## src/hw/oss_regs.vh

```
// Register map, field positions, reset values and source codes of the clock source selector
`ifndef OSS_REGS_VH
`define OSS_REGS_VH

`define OSS_OFF_CTRL     12'h000
`define OSS_OFF_DIV      12'h004
`define OSS_OFF_TUNE     12'h008
`define OSS_OFF_KEY      12'h00C

`define OSS_KEY1         8'h46
`define OSS_KEY2         8'h57

`define OSS_CFG_MODE_LO  0
`define OSS_CFG_CKSM_LO  6
`define OSS_CFG_SRC_LO   8
`define OSS_CFG_OSCIO    5
`define OSS_CFG_IO_LOCK_ONE_WAY_CFG  12

`define OSS_CTL_CUR_LO   12
`define OSS_CTL_REQ_LO   8
`define OSS_CTL_CLOCK_SELECT_LOCK  7
`define OSS_CTL_IO_LOCK_A   6
`define OSS_CTL_PLLLOCK  5
`define OSS_CTL_CF       3
`define OSS_CTL_PSLEEP   2
`define OSS_CTL_SECEN    1
`define OSS_CTL_SWEN     0

`define OSS_DIV_RC_LO    8
`define OSS_DIV_PLLEN    5
`define OSS_DIV_MULT_LO  0
`define OSS_DIV_RC_RST   3'h1
`define OSS_MULT_X4      2'h0
`define OSS_MULT_X6      2'h1
`define OSS_MULT_X8      2'h2

`define OSS_TUNE_SELF    15
`define OSS_TUNE_TRIM_W  6

`define OSS_MODE_EC      2'h0
`define OSS_MODE_XT      2'h1
`define OSS_MODE_HS      2'h2
`define OSS_MODE_NONE    2'h3

`define OSS_SRC_FRC      3'h0
`define OSS_SRC_FAST_RC_WITH_PLL   3'h1
`define OSS_SRC_PRI      3'h2
`define OSS_SRC_PRIPLL   3'h3
`define OSS_SRC_SEC      3'h4
`define OSS_SRC_LOW_POWER_INTERNAL_RC     3'h5
`define OSS_SRC_RSVD     3'h6
`define OSS_SRC_FAST_RC_DIVIDED   3'h7

`define OSS_FRC_HZ       8000000
`define OSS_PLL_HZ       96000000
`define OSS_USB_HZ       48000000

`endif

```

## src/hw/oss_top.v

```verilog
// Clock source selector: configuration capture, switch sequencer and APB registers
`timescale 1ns/1ps
`include "oss_regs.vh"

module oss_top (
    // Clock, reset, freeze
    input  wire        pclk,
    input  wire        presetn,
    input  wire        ce,
    // APB slave
    input  wire [11:0] paddr,
    input  wire        psel,
    input  wire        penable,
    input  wire        pwrite,
    input  wire [31:0] pwdata,
    input  wire [3:0]  pstrb,
    output reg  [31:0] prdata,
    output reg         pready,
    output reg         pslverr,
    // Nonvolatile configuration word
    input  wire [15:0] cfg_word,
    // Oscillator status, one bit per source code
    input  wire [7:0]  src_running,
    input  wire        pll_locked,
    input  wire        clk_fail_det,
    // Clock tree controls
    output reg  [2:0]  sys_src_sel,
    output reg         clk_hold,
    output reg  [2:0]  frc_div_sel,
    output reg         pll_enable,
    output reg  [1:0]  pll_mult_sel,
    output reg         usb_pll_enable,
    output reg  [5:0]  frc_trim,
    output reg         frc_selftune_en,
    output reg         instr_clk,
    output reg         osc_out_pin_o,
    output reg         osc_out_pin_oe,
    output reg         io_lock_a,
    output reg         primary_sleep_enable,
    output reg         secondary_enable,
    output reg         fail_safe_monitor
);

    localparam [1:0] ST_IDLE = 2'h0;
    localparam [1:0] ST_WAIT = 2'h1;
    localparam [1:0] ST_HOLD = 2'h2;

    // Maps a configured or requested code onto a usable source
    function [2:0] eff_src;
        input [2:0] code;
        input [1:0] mode;
        begin
            if (code == `OSS_SRC_RSVD)
                eff_src = `OSS_SRC_FAST_RC_DIVIDED;
            else if ((code == `OSS_SRC_PRI || code == `OSS_SRC_PRIPLL) &&
                     mode == `OSS_MODE_NONE)
                eff_src = `OSS_SRC_FRC;
            else
                eff_src = code;
        end
    endfunction

    // A code that the mapper would change cannot be switched to
    function valid_target;
        input [2:0] code;
        input [1:0] mode;
        begin
            valid_target = (eff_src(code, mode) == code);
        end
    endfunction

    // Sources whose clock passes through the PLL
    function is_pll;
        input [2:0] code;
        begin
            is_pll = (code == `OSS_SRC_FAST_RC_WITH_PLL) || (code == `OSS_SRC_PRIPLL);
        end
    endfunction

    // Byte-lane merge of a 16-bit register
    function [15:0] merge16;
        input [15:0] old;
        input [15:0] wd;
        input [1:0]  strb;
        begin
            merge16[7:0]  = strb[0] ? wd[7:0]  : old[7:0];
            merge16[15:8] = strb[1] ? wd[15:8] : old[15:8];
        end
    endfunction

    // Configuration snapshot (taken once so later config changes cannot move the clock), sequencer state and register fields
    reg         cfg_done_reg;
    reg [1:0]   cfg_mode_reg;
    reg [1:0]   cfg_cksm_reg;
    reg         cfg_oscio_reg;
    reg         cfg_io_lock_one_way_cfg_reg;
    reg [2:0]   cur_reg;
    reg [2:0]   req_reg;
    reg [2:0]   target_reg;
    reg [1:0]   state_reg;
    reg         clock_select_lock_reg;
    reg         io_lock_a_reg;
    reg         plllock_reg;
    reg         cf_reg;
    reg         psleep_reg;
    reg         secen_reg;
    reg         swen_reg;
    reg [2:0]   rcdiv_reg;
    reg         pllen_reg;
    reg [1:0]   mult_reg;
    reg [5:0]   trim_reg;
    reg         self_reg;
    // Unlock sequence state and instruction clock divider flop
    reg         key1_seen_reg;
    reg         unlock_reg;
    reg         fclk_reg;

    wire [2:0]  cfg_src   = cfg_word[`OSS_CFG_SRC_LO+2:`OSS_CFG_SRC_LO];
    wire [1:0]  cfg_mode  = cfg_word[`OSS_CFG_MODE_LO+1:`OSS_CFG_MODE_LO];
    wire        sw_allow  = ~cfg_cksm_reg[1];
    wire        fail_safe_monitor_en   = (cfg_cksm_reg == 2'h0);
    wire        sel_lock  = fail_safe_monitor_en & clock_select_lock_reg;
    wire        sw_busy   = (state_reg != ST_IDLE);
    wire        fail_ev   = fail_safe_monitor_en & clk_fail_det & cfg_done_reg;

    wire        acc       = psel & penable & pready;
    wire        wr_acc    = acc & pwrite;
    // Decode on the full word address, so aliases are refused
    wire        hit_ctrl  = (paddr == `OSS_OFF_CTRL);
    wire        hit_div   = (paddr == `OSS_OFF_DIV);
    wire        hit_tune  = (paddr == `OSS_OFF_TUNE);
    wire        hit_key   = (paddr == `OSS_OFF_KEY);
    wire        mapped    = hit_ctrl | hit_div | hit_tune | hit_key;

    wire [15:0] ctrl_val  = {1'b0, cur_reg, 1'b0, req_reg,
                             clock_select_lock_reg, io_lock_a_reg, plllock_reg, 1'b0,
                             cf_reg, psleep_reg, secen_reg, swen_reg};
    wire [15:0] div_val   = {5'h00, rcdiv_reg, 2'h0, pllen_reg, 3'h0, mult_reg};
    wire [15:0] tune_val  = {self_reg, 9'h000, trim_reg};
    // Merged per byte lane so a partial write keeps the other fields
    wire [15:0] wctl      = merge16(ctrl_val, pwdata[15:0], pstrb[1:0]);
    wire [15:0] wdiv      = merge16(div_val, pwdata[15:0], pstrb[1:0]);
    wire [15:0] wtun      = merge16(tune_val, pwdata[15:0], pstrb[1:0]);
    wire        ctl_wr    = wr_acc & hit_ctrl & cfg_done_reg;
    wire        cf_clr    = ctl_wr & pstrb[0] & ~pwdata[`OSS_CTL_CF];
    // A second start while one is pending is ignored rather than retargeted
    wire        sw_start  = ctl_wr & wctl[`OSS_CTL_SWEN] & sw_allow &
                            ~sel_lock & ~sw_busy & ~swen_reg;

    reg  [31:0] rd_mux;

    always @* begin
        rd_mux = 32'h0000_0000;
        if (hit_ctrl)
            rd_mux = {16'h0000, ctrl_val};
        else if (hit_div)
            rd_mux = {16'h0000, div_val};
        else if (hit_tune)
            rd_mux = {16'h0000, tune_val};
    end

    // APB: no wait state; read data is registered in the setup phase so that it comes from a flop
    always @(posedge pclk or negedge presetn) begin
        if (!presetn) begin
            prdata  <= 32'h0000_0000;
            pready  <= 1'b0;
            pslverr <= 1'b0;
        end else if (ce) begin
            pready <= psel & ~penable;
            if (psel & ~penable) begin
                prdata  <= pwrite ? 32'h0000_0000 : rd_mux;
                pslverr <= ~mapped;
            end
        end
    end

    // Configuration capture on the first enabled edge after reset release
    always @(posedge pclk or negedge presetn) begin
        if (!presetn) begin
            cfg_done_reg    <= 1'b0;
            cfg_mode_reg    <= `OSS_MODE_NONE;
            cfg_cksm_reg    <= 2'h3;
            cfg_oscio_reg   <= 1'b0;
            cfg_io_lock_one_way_cfg_reg <= 1'b1;
        end else if (ce && !cfg_done_reg) begin
            cfg_done_reg    <= 1'b1;
            cfg_mode_reg    <= cfg_mode;
            cfg_cksm_reg    <= cfg_word[`OSS_CFG_CKSM_LO+1:`OSS_CFG_CKSM_LO];
            cfg_oscio_reg   <= cfg_word[`OSS_CFG_OSCIO];
            cfg_io_lock_one_way_cfg_reg <= cfg_word[`OSS_CFG_IO_LOCK_ONE_WAY_CFG];
        end
    end

    // Switch sequencer and current source
    always @(posedge pclk or negedge presetn) begin
        if (!presetn) begin
            state_reg  <= ST_IDLE;
            cur_reg    <= `OSS_SRC_FAST_RC_DIVIDED;
            target_reg <= `OSS_SRC_FAST_RC_DIVIDED;
            swen_reg   <= 1'b0;
            clk_hold   <= 1'b1;
        end else if (ce) begin
            if (!cfg_done_reg) begin
                cur_reg  <= eff_src(cfg_src, cfg_mode);
                clk_hold <= 1'b0;
            end else if (fail_ev) begin
                // Fall back to the internal RC, which cannot fail
                cur_reg   <= `OSS_SRC_FRC;
                state_reg <= ST_IDLE;
                swen_reg  <= 1'b0;
                clk_hold  <= 1'b0;
            end else begin
                case (state_reg)
                    ST_IDLE: begin
                        if (sw_start) begin
                            swen_reg   <= 1'b1;
                            target_reg <= wctl[`OSS_CTL_REQ_LO+2:`OSS_CTL_REQ_LO];
                            state_reg  <= ST_WAIT;
                        end
                    end
                    ST_WAIT: begin
                        // No time limit here: a source that never starts
                        // leaves the switch pending until a monitored failure or reset
                        if (!valid_target(target_reg, cfg_mode_reg) ||
                            target_reg == cur_reg) begin
                            swen_reg  <= 1'b0;
                            state_reg <= ST_IDLE;
                        end else if (src_running[target_reg]) begin
                            clk_hold  <= 1'b1;
                            state_reg <= ST_HOLD;
                        end
                    end
                    ST_HOLD: begin
                        // Old clock is stopped here; cur_reg moves as the hold drops, and sys_src_sel follows one cycle later
                        cur_reg   <= target_reg;
                        swen_reg  <= 1'b0;
                        clk_hold  <= 1'b0;
                        state_reg <= ST_IDLE;
                    end
                    default: begin
                        state_reg <= ST_IDLE;
                        clk_hold  <= 1'b0;
                    end
                endcase
            end
        end
    end

    // Control register fields
    always @(posedge pclk or negedge presetn) begin
        if (!presetn) begin
            req_reg       <= `OSS_SRC_FAST_RC_DIVIDED;
            clock_select_lock_reg   <= 1'b0;
            io_lock_a_reg    <= 1'b0;
            plllock_reg   <= 1'b0;
            cf_reg        <= 1'b0;
            psleep_reg    <= 1'b0;
            secen_reg     <= 1'b0;
            key1_seen_reg <= 1'b0;
            unlock_reg    <= 1'b0;
        end else if (ce) begin
            if (!cfg_done_reg)
                req_reg <= cfg_src;
            else if (ctl_wr && !sel_lock && !sw_busy)
                req_reg <= wctl[`OSS_CTL_REQ_LO+2:`OSS_CTL_REQ_LO];
            if (ctl_wr && wctl[`OSS_CTL_CLOCK_SELECT_LOCK])
                clock_select_lock_reg <= 1'b1;
            // Set wins over a clear in the same cycle, so no failure is lost
            cf_reg <= fail_ev | (cf_reg & ~cf_clr);
            if (ctl_wr) begin
                psleep_reg <= wctl[`OSS_CTL_PSLEEP];
                secen_reg  <= wctl[`OSS_CTL_SECEN];
            end
            // Two key bytes in a row arm a single control write for the I/O lock
            if (wr_acc && hit_key && pstrb[0]) begin
                key1_seen_reg <= (pwdata[7:0] == `OSS_KEY1);
                unlock_reg    <= key1_seen_reg & (pwdata[7:0] == `OSS_KEY2);
            end else if (ctl_wr) begin
                key1_seen_reg <= 1'b0;
                unlock_reg    <= 1'b0;
                if (unlock_reg) begin
                    if (wctl[`OSS_CTL_IO_LOCK_A])
                        io_lock_a_reg <= 1'b1;
                    else if (!cfg_io_lock_one_way_cfg_reg)
                        io_lock_a_reg <= 1'b0;
                end
            end else if (wr_acc) begin
                key1_seen_reg <= 1'b0;
                unlock_reg    <= 1'b0;
            end
            // Drops while busy so software never reads a stale lock
            plllock_reg <= is_pll(cur_reg) & ~sw_busy & pll_locked & cfg_done_reg;
        end
    end

    // Divider and tuning registers
    always @(posedge pclk or negedge presetn) begin
        if (!presetn) begin
            rcdiv_reg <= `OSS_DIV_RC_RST;
            pllen_reg <= 1'b0;
            mult_reg  <= `OSS_MULT_X4;
            trim_reg  <= 6'h00;
            self_reg  <= 1'b0;
        end else if (ce && cfg_done_reg) begin
            // Divider stays writable under the lock; only PLL fields are guarded
            if (wr_acc && hit_div) begin
                rcdiv_reg <= wdiv[`OSS_DIV_RC_LO+2:`OSS_DIV_RC_LO];
                if (!sel_lock) begin
                    pllen_reg <= wdiv[`OSS_DIV_PLLEN];
                    // Reserved multiplier code keeps the previous factor
                    if (wdiv[1:0] != 2'h3)
                        mult_reg <= wdiv[`OSS_DIV_MULT_LO+1:`OSS_DIV_MULT_LO];
                end
            end
            if (wr_acc && hit_tune) begin
                trim_reg <= wtun[`OSS_TUNE_TRIM_W-1:0];
                self_reg <= wtun[`OSS_TUNE_SELF];
            end
        end
    end

    // Clock tree outputs and instruction clock
    always @(posedge pclk or negedge presetn) begin
        if (!presetn) begin
            sys_src_sel          <= `OSS_SRC_FAST_RC_DIVIDED;
            frc_div_sel          <= `OSS_DIV_RC_RST;
            pll_enable           <= 1'b0;
            pll_mult_sel         <= `OSS_MULT_X4;
            usb_pll_enable       <= 1'b0;
            frc_trim             <= 6'h00;
            frc_selftune_en      <= 1'b0;
            fclk_reg             <= 1'b0;
            instr_clk            <= 1'b0;
            osc_out_pin_o        <= 1'b0;
            osc_out_pin_oe       <= 1'b0;
            io_lock_a            <= 1'b0;
            primary_sleep_enable <= 1'b0;
            secondary_enable     <= 1'b0;
            fail_safe_monitor    <= 1'b0;
        end else if (ce) begin
            // Registered, one cycle behind the register fields; frc_div_sel is 0 unless the current source is the divided RC or the RC with PLL
            sys_src_sel     <= cur_reg;
            frc_div_sel     <= (cur_reg == `OSS_SRC_FAST_RC_DIVIDED ||
                                cur_reg == `OSS_SRC_FAST_RC_WITH_PLL) ? rcdiv_reg : 3'h0;
            // PLL starts ahead of a switch onto a PLL source so it can lock first
            pll_enable      <= is_pll(cur_reg) | (sw_busy & is_pll(target_reg));
            pll_mult_sel    <= mult_reg;
            usb_pll_enable  <= pllen_reg;
            frc_trim        <= trim_reg;
            frc_selftune_en <= self_reg;
            // Processor clock stands still while held, so the halved clock does too
            if (!clk_hold) begin
                fclk_reg  <= ~fclk_reg;
                instr_clk <= ~fclk_reg;
            end
            // Pin is free for clock out unless a crystal sits on it
            osc_out_pin_oe <= cfg_done_reg & cfg_oscio_reg &
                              (cfg_mode_reg == `OSS_MODE_EC ||
                               cfg_mode_reg == `OSS_MODE_NONE);
            osc_out_pin_o  <= cfg_done_reg & cfg_oscio_reg & ~fclk_reg;
            io_lock_a            <= io_lock_a_reg;
            primary_sleep_enable <= psleep_reg;
            secondary_enable     <= secen_reg;
            fail_safe_monitor    <= fail_safe_monitor_en & cfg_done_reg;
        end
    end

endmodule

```

## config.mk

```make
export PLATFORM = sky130hd
export DESIGN_NAME = oss_top
export DESIGN_NICKNAME = d
export VERILOG_FILES = /design/src/hw/oss_top.v
export VERILOG_INCLUDE_DIRS = /design/src /design/src/hw
export SDC_FILE = /design/constraint.sdc
export NUM_CORES = 1
export LEC_CHECK = 0
export ABC_AREA = 1
export BUFFER_PORTS_ARGS = -buffer_cell sky130_fd_sc_hd__buf_4
export CAP_MARGIN = 5
export CORE_ASPECT_RATIO = 0.6
export CORE_MARGIN = 5
export CORE_UTILIZATION = 52
export CTS_BUF_LIST = sky130_fd_sc_hd__clkbuf_8
export DETAILED_ROUTE_END_ITERATION = 8
export MAX_ROUTING_LAYER = met4
export PLACE_DENSITY = 0.86
export SLEW_MARGIN = 20
export SYNTH_ARGS = -nofsm -noshare
export SYNTH_HDL_FRONTEND = slang
export SYNTH_SLANG_ARGS = --single-unit
```

## constraint.sdc

```tcl
create_clock -name pclk -period 1.65 [get_ports pclk]
set_input_delay 0.2475 -clock pclk [delete_from_list [all_inputs] [get_ports pclk]]
set_output_delay 0.2475 -clock pclk [all_outputs]
set_load 0.02 [all_outputs]
```

==> out/summary.log, run 1 <==
[worst_setup_path] length in cells of the worst reg-to-reg path 8
[yosys] post-synthesis async set-or-reset flop share 100%
[power_and_ir_drop] Tot Pwr 4090 µW
[sta] headroom to the max-slew limit 55.8%
[global_routing] global-route met3 utilization 7.49%
[yosys] leading area contributor after synthesis dfrtp_1
[place] Place WS 0.0179 ns
[worst_setup_path] CP Class reg -> reg
[yosys] most frequent cells after synthesis 177 x nand2_1, 62 x dfrtp_1, 52 x inv_1
[worst_setup_path] CP Capture Type register
[clock_tree] maximum root-to-sink buffer count 2
[final_layout] Total Nets Final 708
[worst_hold_path] HP Start cfg_word[5]
[yosys] cells after synthesis 514
[global_routing] vias in the first global route 3,982
[sta] crit path time final 1.57 ns
[worst_hold_path] classification of the worst-slack hold path in -> reg
[yosys] number of warnings printed during yosys synthesis 0
[worst_setup_path] start of the worst register-to-register path cfg_cksm_reg[1]
[final_layout] share of cells above drive strength 1 29.4%
[routing] total via count in the routed design 3,971
[clock_tree] deepest level of the CTS H-tree 3
[global_routing] met2 layer usage reported by global route 38.9%
[floorplanning] starting utilization of the core area 53.4%
[worst_hold_path] worst hold path cell count 2
[worst_setup_path] arrival time at the worst endpoint 1.82 ns
[sta] Period Utilization, post-route 95.1%
[global_routing] pin count of the biggest net entering global routing 33
[clock_tree] TritonCTS clock tree yes
[routing] aggregate routed wire length 12.1 mm
[routing] average wire length per cell after detail routing 16.4 µm
[final_layout] flip-flop and latch area 2080 µm²
[clock_tree] clk slew on worst S/H paths 0.08 ns
[floorplanning] placeable core region 7850 µm²
[yosys] number of synthesized flops with an enable pin 0
[floorplanning] Row Count 25
[global_routing] met1 Resource Use GR 34.1%
[sta] number of failing setup endpoints in the final timing report 0
[routing] detailed-router iteration count before antenna repair 5
[worst_setup_path] slowest stage cell, crit path dfstp_2
[worst_setup_path] critical path fanouts, max 4
[worst_setup_path] sort of element at the start of the critical path register
[final_layout] Fill cells 626
[worst_setup_path] required time of the critical path 1.90 ns
[yosys] sequential fraction of the synthesis area 49.5%
[final_layout] Layout area overhead 26.5%
[worst_setup_path] CP delay by family, top simple AND/OR/NAND/NOR gates
[sta] Setup WS post-layout 0.0806 ns
[sta] Worst Clk Skew 0.0120 ns
[yosys] Synth Area per Inst 8.16 µm²
[yosys] primary flip-flop cell chosen by synthesis mapping dfrtp_1
[power_and_ir_drop] maximum vdd ir drop 0.847 mV
[yosys] share of the synthesized area in the top cell type 37.0%
[clock_tree] root buffer cell clkbuf_8
[worst_setup_path] buffering stage count on the worst path with inverters included 0
[sta] max-slew violation count 0
[sta] Total Neg Setup Slack 0 ns
[yosys] register bit total from synthesis 82
[worst_setup_path] slowest cell delay on critical path 0.37 ns
[yosys] top cells by area in the synthesized netlist dfrtp_1 37%, nand2_1 16%, dfstp_2 13%
[worst_setup_path] cell-by-cell trace of the critical path nor2_1 -> nand3_1 -> nand2_1 -> nand2_1 -> nand2_4 -> nand2_1 -> nand2_1 -> nand2_1
[run_status] result of the run finished clean
[final_layout] Final Util 67.5%
[flow_run] max-cap violation count 0
[routing] number of DRC violations after detailed routing 0
[final_layout] Antenna diodes 0
[sta] FMAX 0.637 GHz
[routing] number of DRC markers in iteration 0 446
[place] IO Port Bufs 92
[yosys] dominant cell by count in the synthesized netlist nand2_1
[global_routing] antenna violations before repair 0
[sta] actual transition at the worst max-transition pin 0.657 ns
[final_layout] Largest register FFs 15
[place] half-perimeter wire length after placement 9.07 mm
[floorplanning] count of boundary I/O pins 139
[clock_tree] insertion delay of the later-clocked pin in the worst-skew pair 0.37 ns
[routing] vias per inst 5.39
[clock_tree] clk sinks 82
[sta] final number of hold-violating endpoints 0
[final_layout] area occupied by multi-input gates 1800 µm²
[global_routing] GRT Max-Usage Layer met2
[yosys] synth unique cells 42
[yosys] area of the mapped netlist 4190 µm²
[global_routing] overall track demand over capacity in global routing 25.5%
[worst_setup_path] cell repeated most along the worst path nand2_1
[floorplanning] chip height 79.6 µm
[floorplanning] Die X 126 µm
[routing] antenna violation net count after detailed routing 0
[worst_setup_path] Levels on crit path 8
[place] routability congestion estimate 0.951
[floorplanning] Die Outline Area 10,000 µm²
[global_routing] global route overflow 0
[power_and_ir_drop] Power Density 771 nW/µm²
[clock_tree] clock buffers created by TritonCTS 9
[global_routing] first-pass GRT wire length 19.5 mm
[power_and_ir_drop] reported leakage power 0.00275 µW
[worst_setup_path] first element of the critical path cfg_cksm_reg[1]
[layout make-up]
class	count	area share [%]
sequential	82	39.2
multi-input combinational	360	34.0
timing repair buffer	112	16.1
inverter	59	4.18
tap	108	2.55
clock buffer	9	2.34
clock inverter	7	1.65
[metal layers]
metal | wire length (µm) | vias up
met5 | 0 | -
li1 | - | 1832
met3 | 1310 | 28
met1 | 5240 | 1858
met2 | 5380 | 253
met4 | 170 | 0
[worst paths after layout]
kind	endpoint	slack, ns
setup / recovery	state_reg[1]	0.08
hold / removal	cfg_oscio_reg	0.12
setup reg to reg	state_reg[1]	0.08
hold reg to reg	frc_trim[4]	0.48
max in group asynchronous	cfg_cksm_reg[0]	0.71
min in group asynchronous	pll_mult_sel[1]	0.32
[power breakdown]
| part | switching [µW] | leakage [µW] | internal (µW) | total [µW] |
|---|---|---|---|---|
| Clock | 733 | 0.000113 | 839 | 1570 |
| Sequential | 27.8 | 0.00104 | 2050 | 2080 |
| Combinational | 266 | 0.00160 | 168 | 435 |
| Total | 1030 | 0.00275 | 3060 | 4090 |
[worst register-to-register path: cells and delay by family, from the launching register on]
kind             cells  cell delay (ns)
DFF                  1             0.37
and+or+nand+nor      8             1.09
[repair_timing]
action                     CTS  global route
gates resized for setup      1            11
setup endpoints to repair    1            14
pin swaps                    0             2
hold buffers                 1             0
hold endpoints to repair    13             0
setup buffers                0             2
[cell families after synthesis]
family / Yosys count / share of synthesized area (%)
AOI/OAI and AO/OA: 70 / 9.46
other: 1 / 0.0894
and+or+nand+nor: 262 / 28.3
muxes: 3 / 0.806
adders and majority gates: 4 / 1.19
DFF: 82 / 49.5
buffers and inverters: 88 / 9.82
xor gates and xnor gates: 4 / 0.835
[stage by stage]
stage,std cells,hold slack [ns],cell area (µm²)
floorplan,530,-0.0481,4250
global placement,718,0.171,5030
detailed placement,718,0.178,5030
CTS,735,0.104,5250
global route,737,0.0907,5300
finish,737,0.116,5300
[cells in the final DEF (no fill, tap or decap), types with 2 or more instances in the layout]
cell type / instances
nand3_1: 29
inv_2: 10
mux2_2: 3
xnor2_1: 4
ha_1: 3
dfstp_2: 20
nand3_2: 2
o21ai_1: 11
o21ai_0: 35
dfrtp_1: 62
a21oi_1: 8
nor2_1: 16
nand2_4: 2
o31ai_1: 7
nor2_4: 6
conb_1: 17
nor2_2: 5
inv_1: 52
nand2_2: 3
nor4_1: 3
nor3_1: 3
a22o_1: 2
o21ai_2: 3
buf_4: 110
nand4_1: 8
nand2_1: 175
bufinv_16: 2
nor3_2: 2
clkbuf_8: 9
nand3b_1: 3
No activity file was read; power rests on OpenSTA's default activity.
==> inputs of run 2 (changes only) <==
- CORE_UTILIZATION: 52 -> 57
- GPL_ROUTABILITY_DRIVEN: unset -> 1
- PLACE_DENSITY: 0.86 -> 0.93
- clock period: 1.65 -> 1.85 ns (I/O delays scaled with it)
==> run 2 against run 1 <==
Register-to-register slack better by 0.05 ns. Sequential cell count unchanged. Sequential share of layout area up 1.3 points. Largest power group unchanged. Via count is 1.7% lower. Critical path depth is 3 higher. Maximum frequency fell by 8.7%. Global-route usage up 0.34 points. Worst setup slack improved by 0.050 ns. Non-clock buffer count decreased by 9.
==> out/summary.log, run 2 (same netlist as run 1, synthesis figures left out) <==
[final_layout] Largest register FFs 15
[sta] Worst Clk Skew 0.0125 ns
[clock_tree] maximum root-to-sink buffer count 2
[routing] number of DRC violations after detailed routing 0
[routing] antenna violation net count after detailed routing 0
[worst_setup_path] buffering stage count on the worst path with inverters included 2
[worst_setup_path] required time of the critical path 2.17 ns
[global_routing] first-pass GRT wire length 18.3 mm
[worst_setup_path] CP Class reg -> reg
[clock_tree] TritonCTS clock tree yes
[worst_setup_path] flop2flop setup slack 0.13 ns
[floorplanning] Row Count 24
[clock_tree] clock buffers created by TritonCTS 9
[worst_setup_path] slowest cell delay on critical path 0.42 ns
[final_layout] most common cell after layout, fill and taps aside nand2_1
[floorplanning] Die Outline Area 9230 µm²
[clock_tree] deepest level of the CTS H-tree 3
[place] half-perimeter wire length after placement 8.74 mm
[floorplanning] count of boundary I/O pins 139
[final_layout] flip-flop and latch area 2080 µm²
[worst_hold_path] Hold Crit Endpoint clock_select_lock_reg
[final_layout] Layout area overhead 22.4%
[final_layout] Fill cells 554
[global_routing] pin count of the biggest net entering global routing 50
[routing] average wire length per cell after detail routing 15.8 µm
[run_status] result of the run finished clean
[global_routing] antenna violations before repair 0
[sta] max-slew violation count 0
[floorplanning] chip height 76.4 µm
[sta] Total Neg Setup Slack 0 ns
[final_layout] commonest cells after routing, fill and taps aside 176 x nand2_1, 101 x buf_4, 62 x dfrtp_1
[clock_tree] clk slew on worst S/H paths 0.09 ns
[flow_run] max-cap violation count 0
[routing] detailed-router iteration count before antenna repair 5
[sta] number of failing setup endpoints in the final timing report 0
[worst_setup_path] critical path fanouts, max 6
[worst_setup_path] start of the worst register-to-register path state_reg[0]
[sta] FMAX 0.582 GHz
[power_and_ir_drop] Tot Pwr 3370 µW
[floorplanning] starting utilization of the core area 58.2%
[worst_setup_path] cell-by-cell trace of the critical path inv_1 -> ha_2 -> nand2_1 -> inv_1 -> nand2_1 -> nor2_1 -> and2_1 -> nand2_1 -> nand2_1 -> nand2_1 -> nand2_1
[power_and_ir_drop] maximum vdd ir drop 0.553 mV
[clock_tree] root buffer cell clkbuf_8
[global_routing] vias in the first global route 3,733
[final_layout] area occupied by multi-input gates 1770 µm²
[worst_setup_path] capture instance of the worst register-to-register path req_reg[1]
[worst_setup_path] CP Capture Type register
[routing] number of DRC markers in iteration 0 517
[power_and_ir_drop] Power Density 656 nW/µm²
[final_layout] Antenna diodes 0
[worst_hold_path] worst hold path cell count 3
[power_and_ir_drop] reported leakage power 0.00268 µW
[worst_setup_path] sort of element at the start of the critical path register
[place] IO Port Bufs 92
[sta] Period Utilization, post-route 92.9%
[global_routing] overall track demand over capacity in global routing 25.8%
[place] routability congestion estimate 1.03
[clock_tree] buffer count from post-CTS setup fixing 0
[worst_setup_path] CP delay by family, top simple AND/OR/NAND/NOR gates
[worst_setup_path] arrival time at the worst endpoint 2.04 ns
[sta] final number of hold-violating endpoints 0
[clock_tree] clk sinks 82
[worst_setup_path] cell repeated most along the worst path nand2_1
[sta] headroom to the max-slew limit 54.5%
[sta] Hold Worst Slack 0.141 ns
[final_layout] Total Nets Final 699
[worst_setup_path] slowest stage cell, crit path dfrtp_1
[floorplanning] placeable core region 7210 µm²
[final_layout] Final Util 71.2%
[clock_tree] insertion delay of the later-clocked pin in the worst-skew pair 0.37 ns
[worst_setup_path] length in cells of the worst reg-to-reg path 11
[routing] aggregate routed wire length 11.2 mm
[sta] actual transition at the worst max-transition pin 0.677 ns
[global_routing] global route overflow 0
[sta] crit path time final 1.72 ns
[routing] total via count in the routed design 3,904
[final_layout] share of cells above drive strength 1 27.3%
[worst_hold_path] HP Start pwdata[7]
[sta] setup repair after global routing missed its margin false
[floorplanning] Die X 121 µm
[routing] vias per inst 5.49
[worst_hold_path] classification of the worst-slack hold path in -> reg
==> run 2: changes by cell type in the layout (fill, tap and decap cells not counted), moves of 2 or more <==
cell	change
buf_4	-9
nor2_1	+2
inv_2	-3
bufinv_16	-2
inv_1	+3
==> run 2: cell type report <==
type	instances	share of cell area [%]
Inverter	59	4.31
Tap cell	91	2.22
Multi-Input combinational cell	360	34.5
Clock inverter	7	0.780
Clock buffer	9	2.41
Timing Repair Buffer	103	15.4
Sequential cell	82	40.5
==> run 2: metal layers <==
| layer | track usage, % | share of wire [%] |
|---|---|---|
| met5 | - | 0 |
| met1 | 37.1 | 44 |
| met3 | 5.56 | 12 |
| met2 | 36.4 | 42 |
| met4 | 8.71 | 2.4 |
==> run 2: tightest hold or removal path, delay by kind of cell <==
kind          cells  cell delay [ns]
buf+inv           1             0.08
simple gates      2             0.13
==> run 2: power by group <==
| part | internal, µW | switching, µW | total, µW |
|---|---|---|---|
| sequential | 1830 | 25.3 | 1860 |
| combinational | 148 | 232 | 379 |
| clock | 472 | 660 | 1130 |
| total | 2450 | 917 | 3370 |
==> run 2: stage by stage <==
stage,instances,worst slack (ns),area [µm²]
finish,711,0.131,5130
floorplan,530,0.376,4250
global placement,694,0.220,4950
CTS,711,0.0984,5130
global route,711,0.0113,5130
detailed placement,694,0.119,4950
==> run 2: timing repair <==
action	in CTS	in global routing
gates resized for setup	0	2
endpoints found under the hold margin	30	0
hold buffers	1	0
endpoints found under the setup margin	0	5
==> run 2: worst max path at each step <==
stage | start | to | slack [ns] | cells after the start
after floorplan | state_reg[0] | req_reg[0] | 0.38 | 11
after global placement | state_reg[0] | req_reg[2] | 0.22 | 11
after detailed placement | state_reg[0] | req_reg[1] | 0.12 | 11
after CTS | state_reg[0] | req_reg[1] | 0.1 | 11
after global routing | state_reg[0] | req_reg[2] | 0.01 | 11
final | state_reg[0] | req_reg[1] | 0.13 | 11
==> inputs of run 3 (changes only) <==
- CORE_UTILIZATION: 57 -> 55
- CTS_BUF_LIST: sky130_fd_sc_hd__clkbuf_8 -> sky130_fd_sc_hd__clkbuf_16
- PLACE_DENSITY: 0.93 -> 0.9
==> run 3 against run 2 <==
Die area increased by 3.2%. First-iteration DRC count decreased by 15%. Sequential share of layout area decreased by 1.2 points. Critical path type unchanged. Largest cell class unchanged. Highest routed layer unchanged.
==> out/summary.log, run 3 (same netlist as run 1, synthesis figures left out) <==
[run_status] result of the run finished clean
[final_layout] Layout area overhead 26.1%
[clock_tree] clock buffers created by TritonCTS 9
[power_and_ir_drop] relative contribution of combinational cells to total power 9.3%
[worst_setup_path] slowest cell delay on critical path 0.37 ns
[floorplanning] Die X 123 µm
[sta] FMAX 0.598 GHz
[sta] final number of hold-violating endpoints 0
[place] routability congestion estimate 0.970
[sta] crit path time final 1.67 ns
[worst_setup_path] sort of element at the start of the critical path register
[power_and_ir_drop] maximum vdd ir drop 0.562 mV
[final_layout] Largest register FFs 15
[power_and_ir_drop] Sw Share 23.2%
[sta] number of failing setup endpoints in the final timing report 0
[place] half-perimeter wire length after placement 9.18 mm
[floorplanning] starting utilization of the core area 57.2%
[routing] aggregate routed wire length 11.8 mm
[final_layout] Non-Filler Instances 725
[power_and_ir_drop] Sequential Power Share 45.3%
[clock_tree] buffer count from post-CTS setup fixing 0
[final_layout] most common cell after layout, fill and taps aside nand2_1
[sta] headroom to the max-slew limit 55.7%
[worst_setup_path] critical path fanouts, max 11
[power_and_ir_drop] reported net switching power 952 µW
[final_layout] Antenna diodes 0
[clock_tree] TritonCTS clock tree yes
[clock_tree] clk slew on worst S/H paths 0.06 ns
[clock_tree] root buffer cell clkbuf_16
[global_routing] antenna violations before repair 0
[worst_hold_path] classification of the worst-slack hold path in -> reg
[floorplanning] Row Count 24
[final_layout] commonest cells after routing, fill and taps aside 177 x nand2_1, 103 x buf_4, 62 x dfrtp_1
[global_routing] vias in the first global route 3,898
[routing] antenna violation net count after detailed routing 0
[floorplanning] placeable core region 7330 µm²
[worst_setup_path] arrival time at the worst endpoint 1.89 ns
[sta] setup repair after global routing missed its margin false
[routing] average wire length per cell after detail routing 16.3 µm
[worst_setup_path] CP Capture Type register
[worst_setup_path] CP Class reg -> reg
[floorplanning] chip height 77.6 µm
[place] Placed Instances 708
[place] Place WS 0.206 ns
[power_and_ir_drop] reported leakage power 0.00274 µW
[routing] number of DRC markers in iteration 0 441
[routing] vias per inst 5.31
[routing] detailed-router iteration count before antenna repair 5
[routing] number of DRC violations after detailed routing 0
[worst_setup_path] required time of the critical path 2.07 ns
[global_routing] first-pass GRT wire length 19.4 mm
[global_routing] pin count of the biggest net entering global routing 43
[sta] Worst Clk Skew 0.00517 ns
[flow_run] max-cap violation count 0
[sta] Period Utilization, post-route 90.4%
[routing] total via count in the routed design 3,847
[global_routing] overall track demand over capacity in global routing 27.3%
[final_layout] Total Nets Final 700
[floorplanning] count of boundary I/O pins 139
[power_and_ir_drop] clock share of power 45.4%
[power_and_ir_drop] Power Density 775 nW/µm²
[place] IO Port Bufs 92
[worst_setup_path] cell repeated most along the worst path nand2_1
[clock_tree] clk sinks 82
[clock_tree] count of instances resized after the clock tree is built 0
[clock_tree] insertion delay of the later-clocked pin in the worst-skew pair 0.34 ns
[sta] actual transition at the worst max-transition pin 0.659 ns
[floorplanning] Die Outline Area 9530 µm²
[clock_tree] deepest level of the CTS H-tree 3
[clock_tree] hold-fix buffer count after cts 1
[sta] Total Neg Setup Slack 0 ns
[global_routing] global route overflow 0
[sta] Setup WS post-layout 0.177 ns
[final_layout] share of cells above drive strength 1 27.1%
[worst_setup_path] slowest stage cell, crit path dfrtp_1
[worst_setup_path] cell-by-cell trace of the critical path nand2_1 -> nor2_1 -> inv_2 -> nor2_4 -> inv_2 -> nor2_4 -> nand2_1 -> nand2_1 -> o21ai_1
[sta] max-slew violation count 0
[power_and_ir_drop] internal power contribution 3150 µW
[clock_tree] maximum root-to-sink buffer count 2
## run 3: cell count changes in the layout (fill, tap and decap cells not counted), sizes merged
cell,change
bufinv,+2
buf,+1
clkinvlp,-1
inv,-1
## run 3: power by group through the flow
stage | logic (µW) | clock network [µW] | registers, µW
5_1_grt | 417 | 1970 | 1860
3_5_place_dp | 378 | 0 | 1890
4_1_cts | 380 | 1890 | 1860
6_report | 381 | 1860 | 1860
2_1_floorplan | 160 | 0 | 1910
3_3_place_gp | 368 | 0 | 1890
## run 3: layer usage
metal,track usage (%),share of wire (%),vias to the layer above
met4,8.27,1.4,0
met1,37.8,44,1800
met5,-,0,-
li1,-,-,1821
met2,38.9,44,203
met3,8.28,11,23
## run 3: final timing paths
| path | from | end | slack [ns] | cells past startpoint |
|---|---|---|---|---|
| max in group asynchronous | presetn | trim_reg[4] | 0.71 | 3 |
| worst max-delay path | pready | trim_reg[4] | 0.18 | 9 |
| worst min register to register | frc_trim[5] | frc_trim[5] | 0.48 | 2 |
| worst max register to register | pready | trim_reg[4] | 0.18 | 9 |
| worst min-delay path | cfg_word[6] | cfg_cksm_reg[0] | 0.17 | 2 |
| min in group asynchronous | presetn | pll_enable | 0.47 | 2 |
## run 3: worst max-delay path: cells and delay by family (launching register included)
kind,cells,cell delay [ns]
flip-flops,1,0.37
buffers and inverters,2,0.17
AO/OA/AOI/OAI,1,0.07
AND/OR/NAND/NOR,6,0.95
## run 3: area by class of cell
class,instances,area (µm²)
Sequential cell,82,2080
Fill cell,573,2040
Multi-Input combinational cell,360,1760
Timing Repair Buffer,104,783
Clock buffer,9,225
Inverter,59,221
Tap cell,104,130
Clock inverter,7,87.6
## run 3: per-stage QoR
stage               hold slack [ns]  instance area [µm²]  power [µW]  util [%]
detailed placement            0.299                 4970        2260      67.8
global route                  0.174                 5290        4250      72.2
CTS                           0.164                 5290        4120      72.2
finish                        0.171                 5290        4100      72.2
floorplan                   -0.0181                 4250        2070         -
global placement              0.291                 4970        2250      67.8
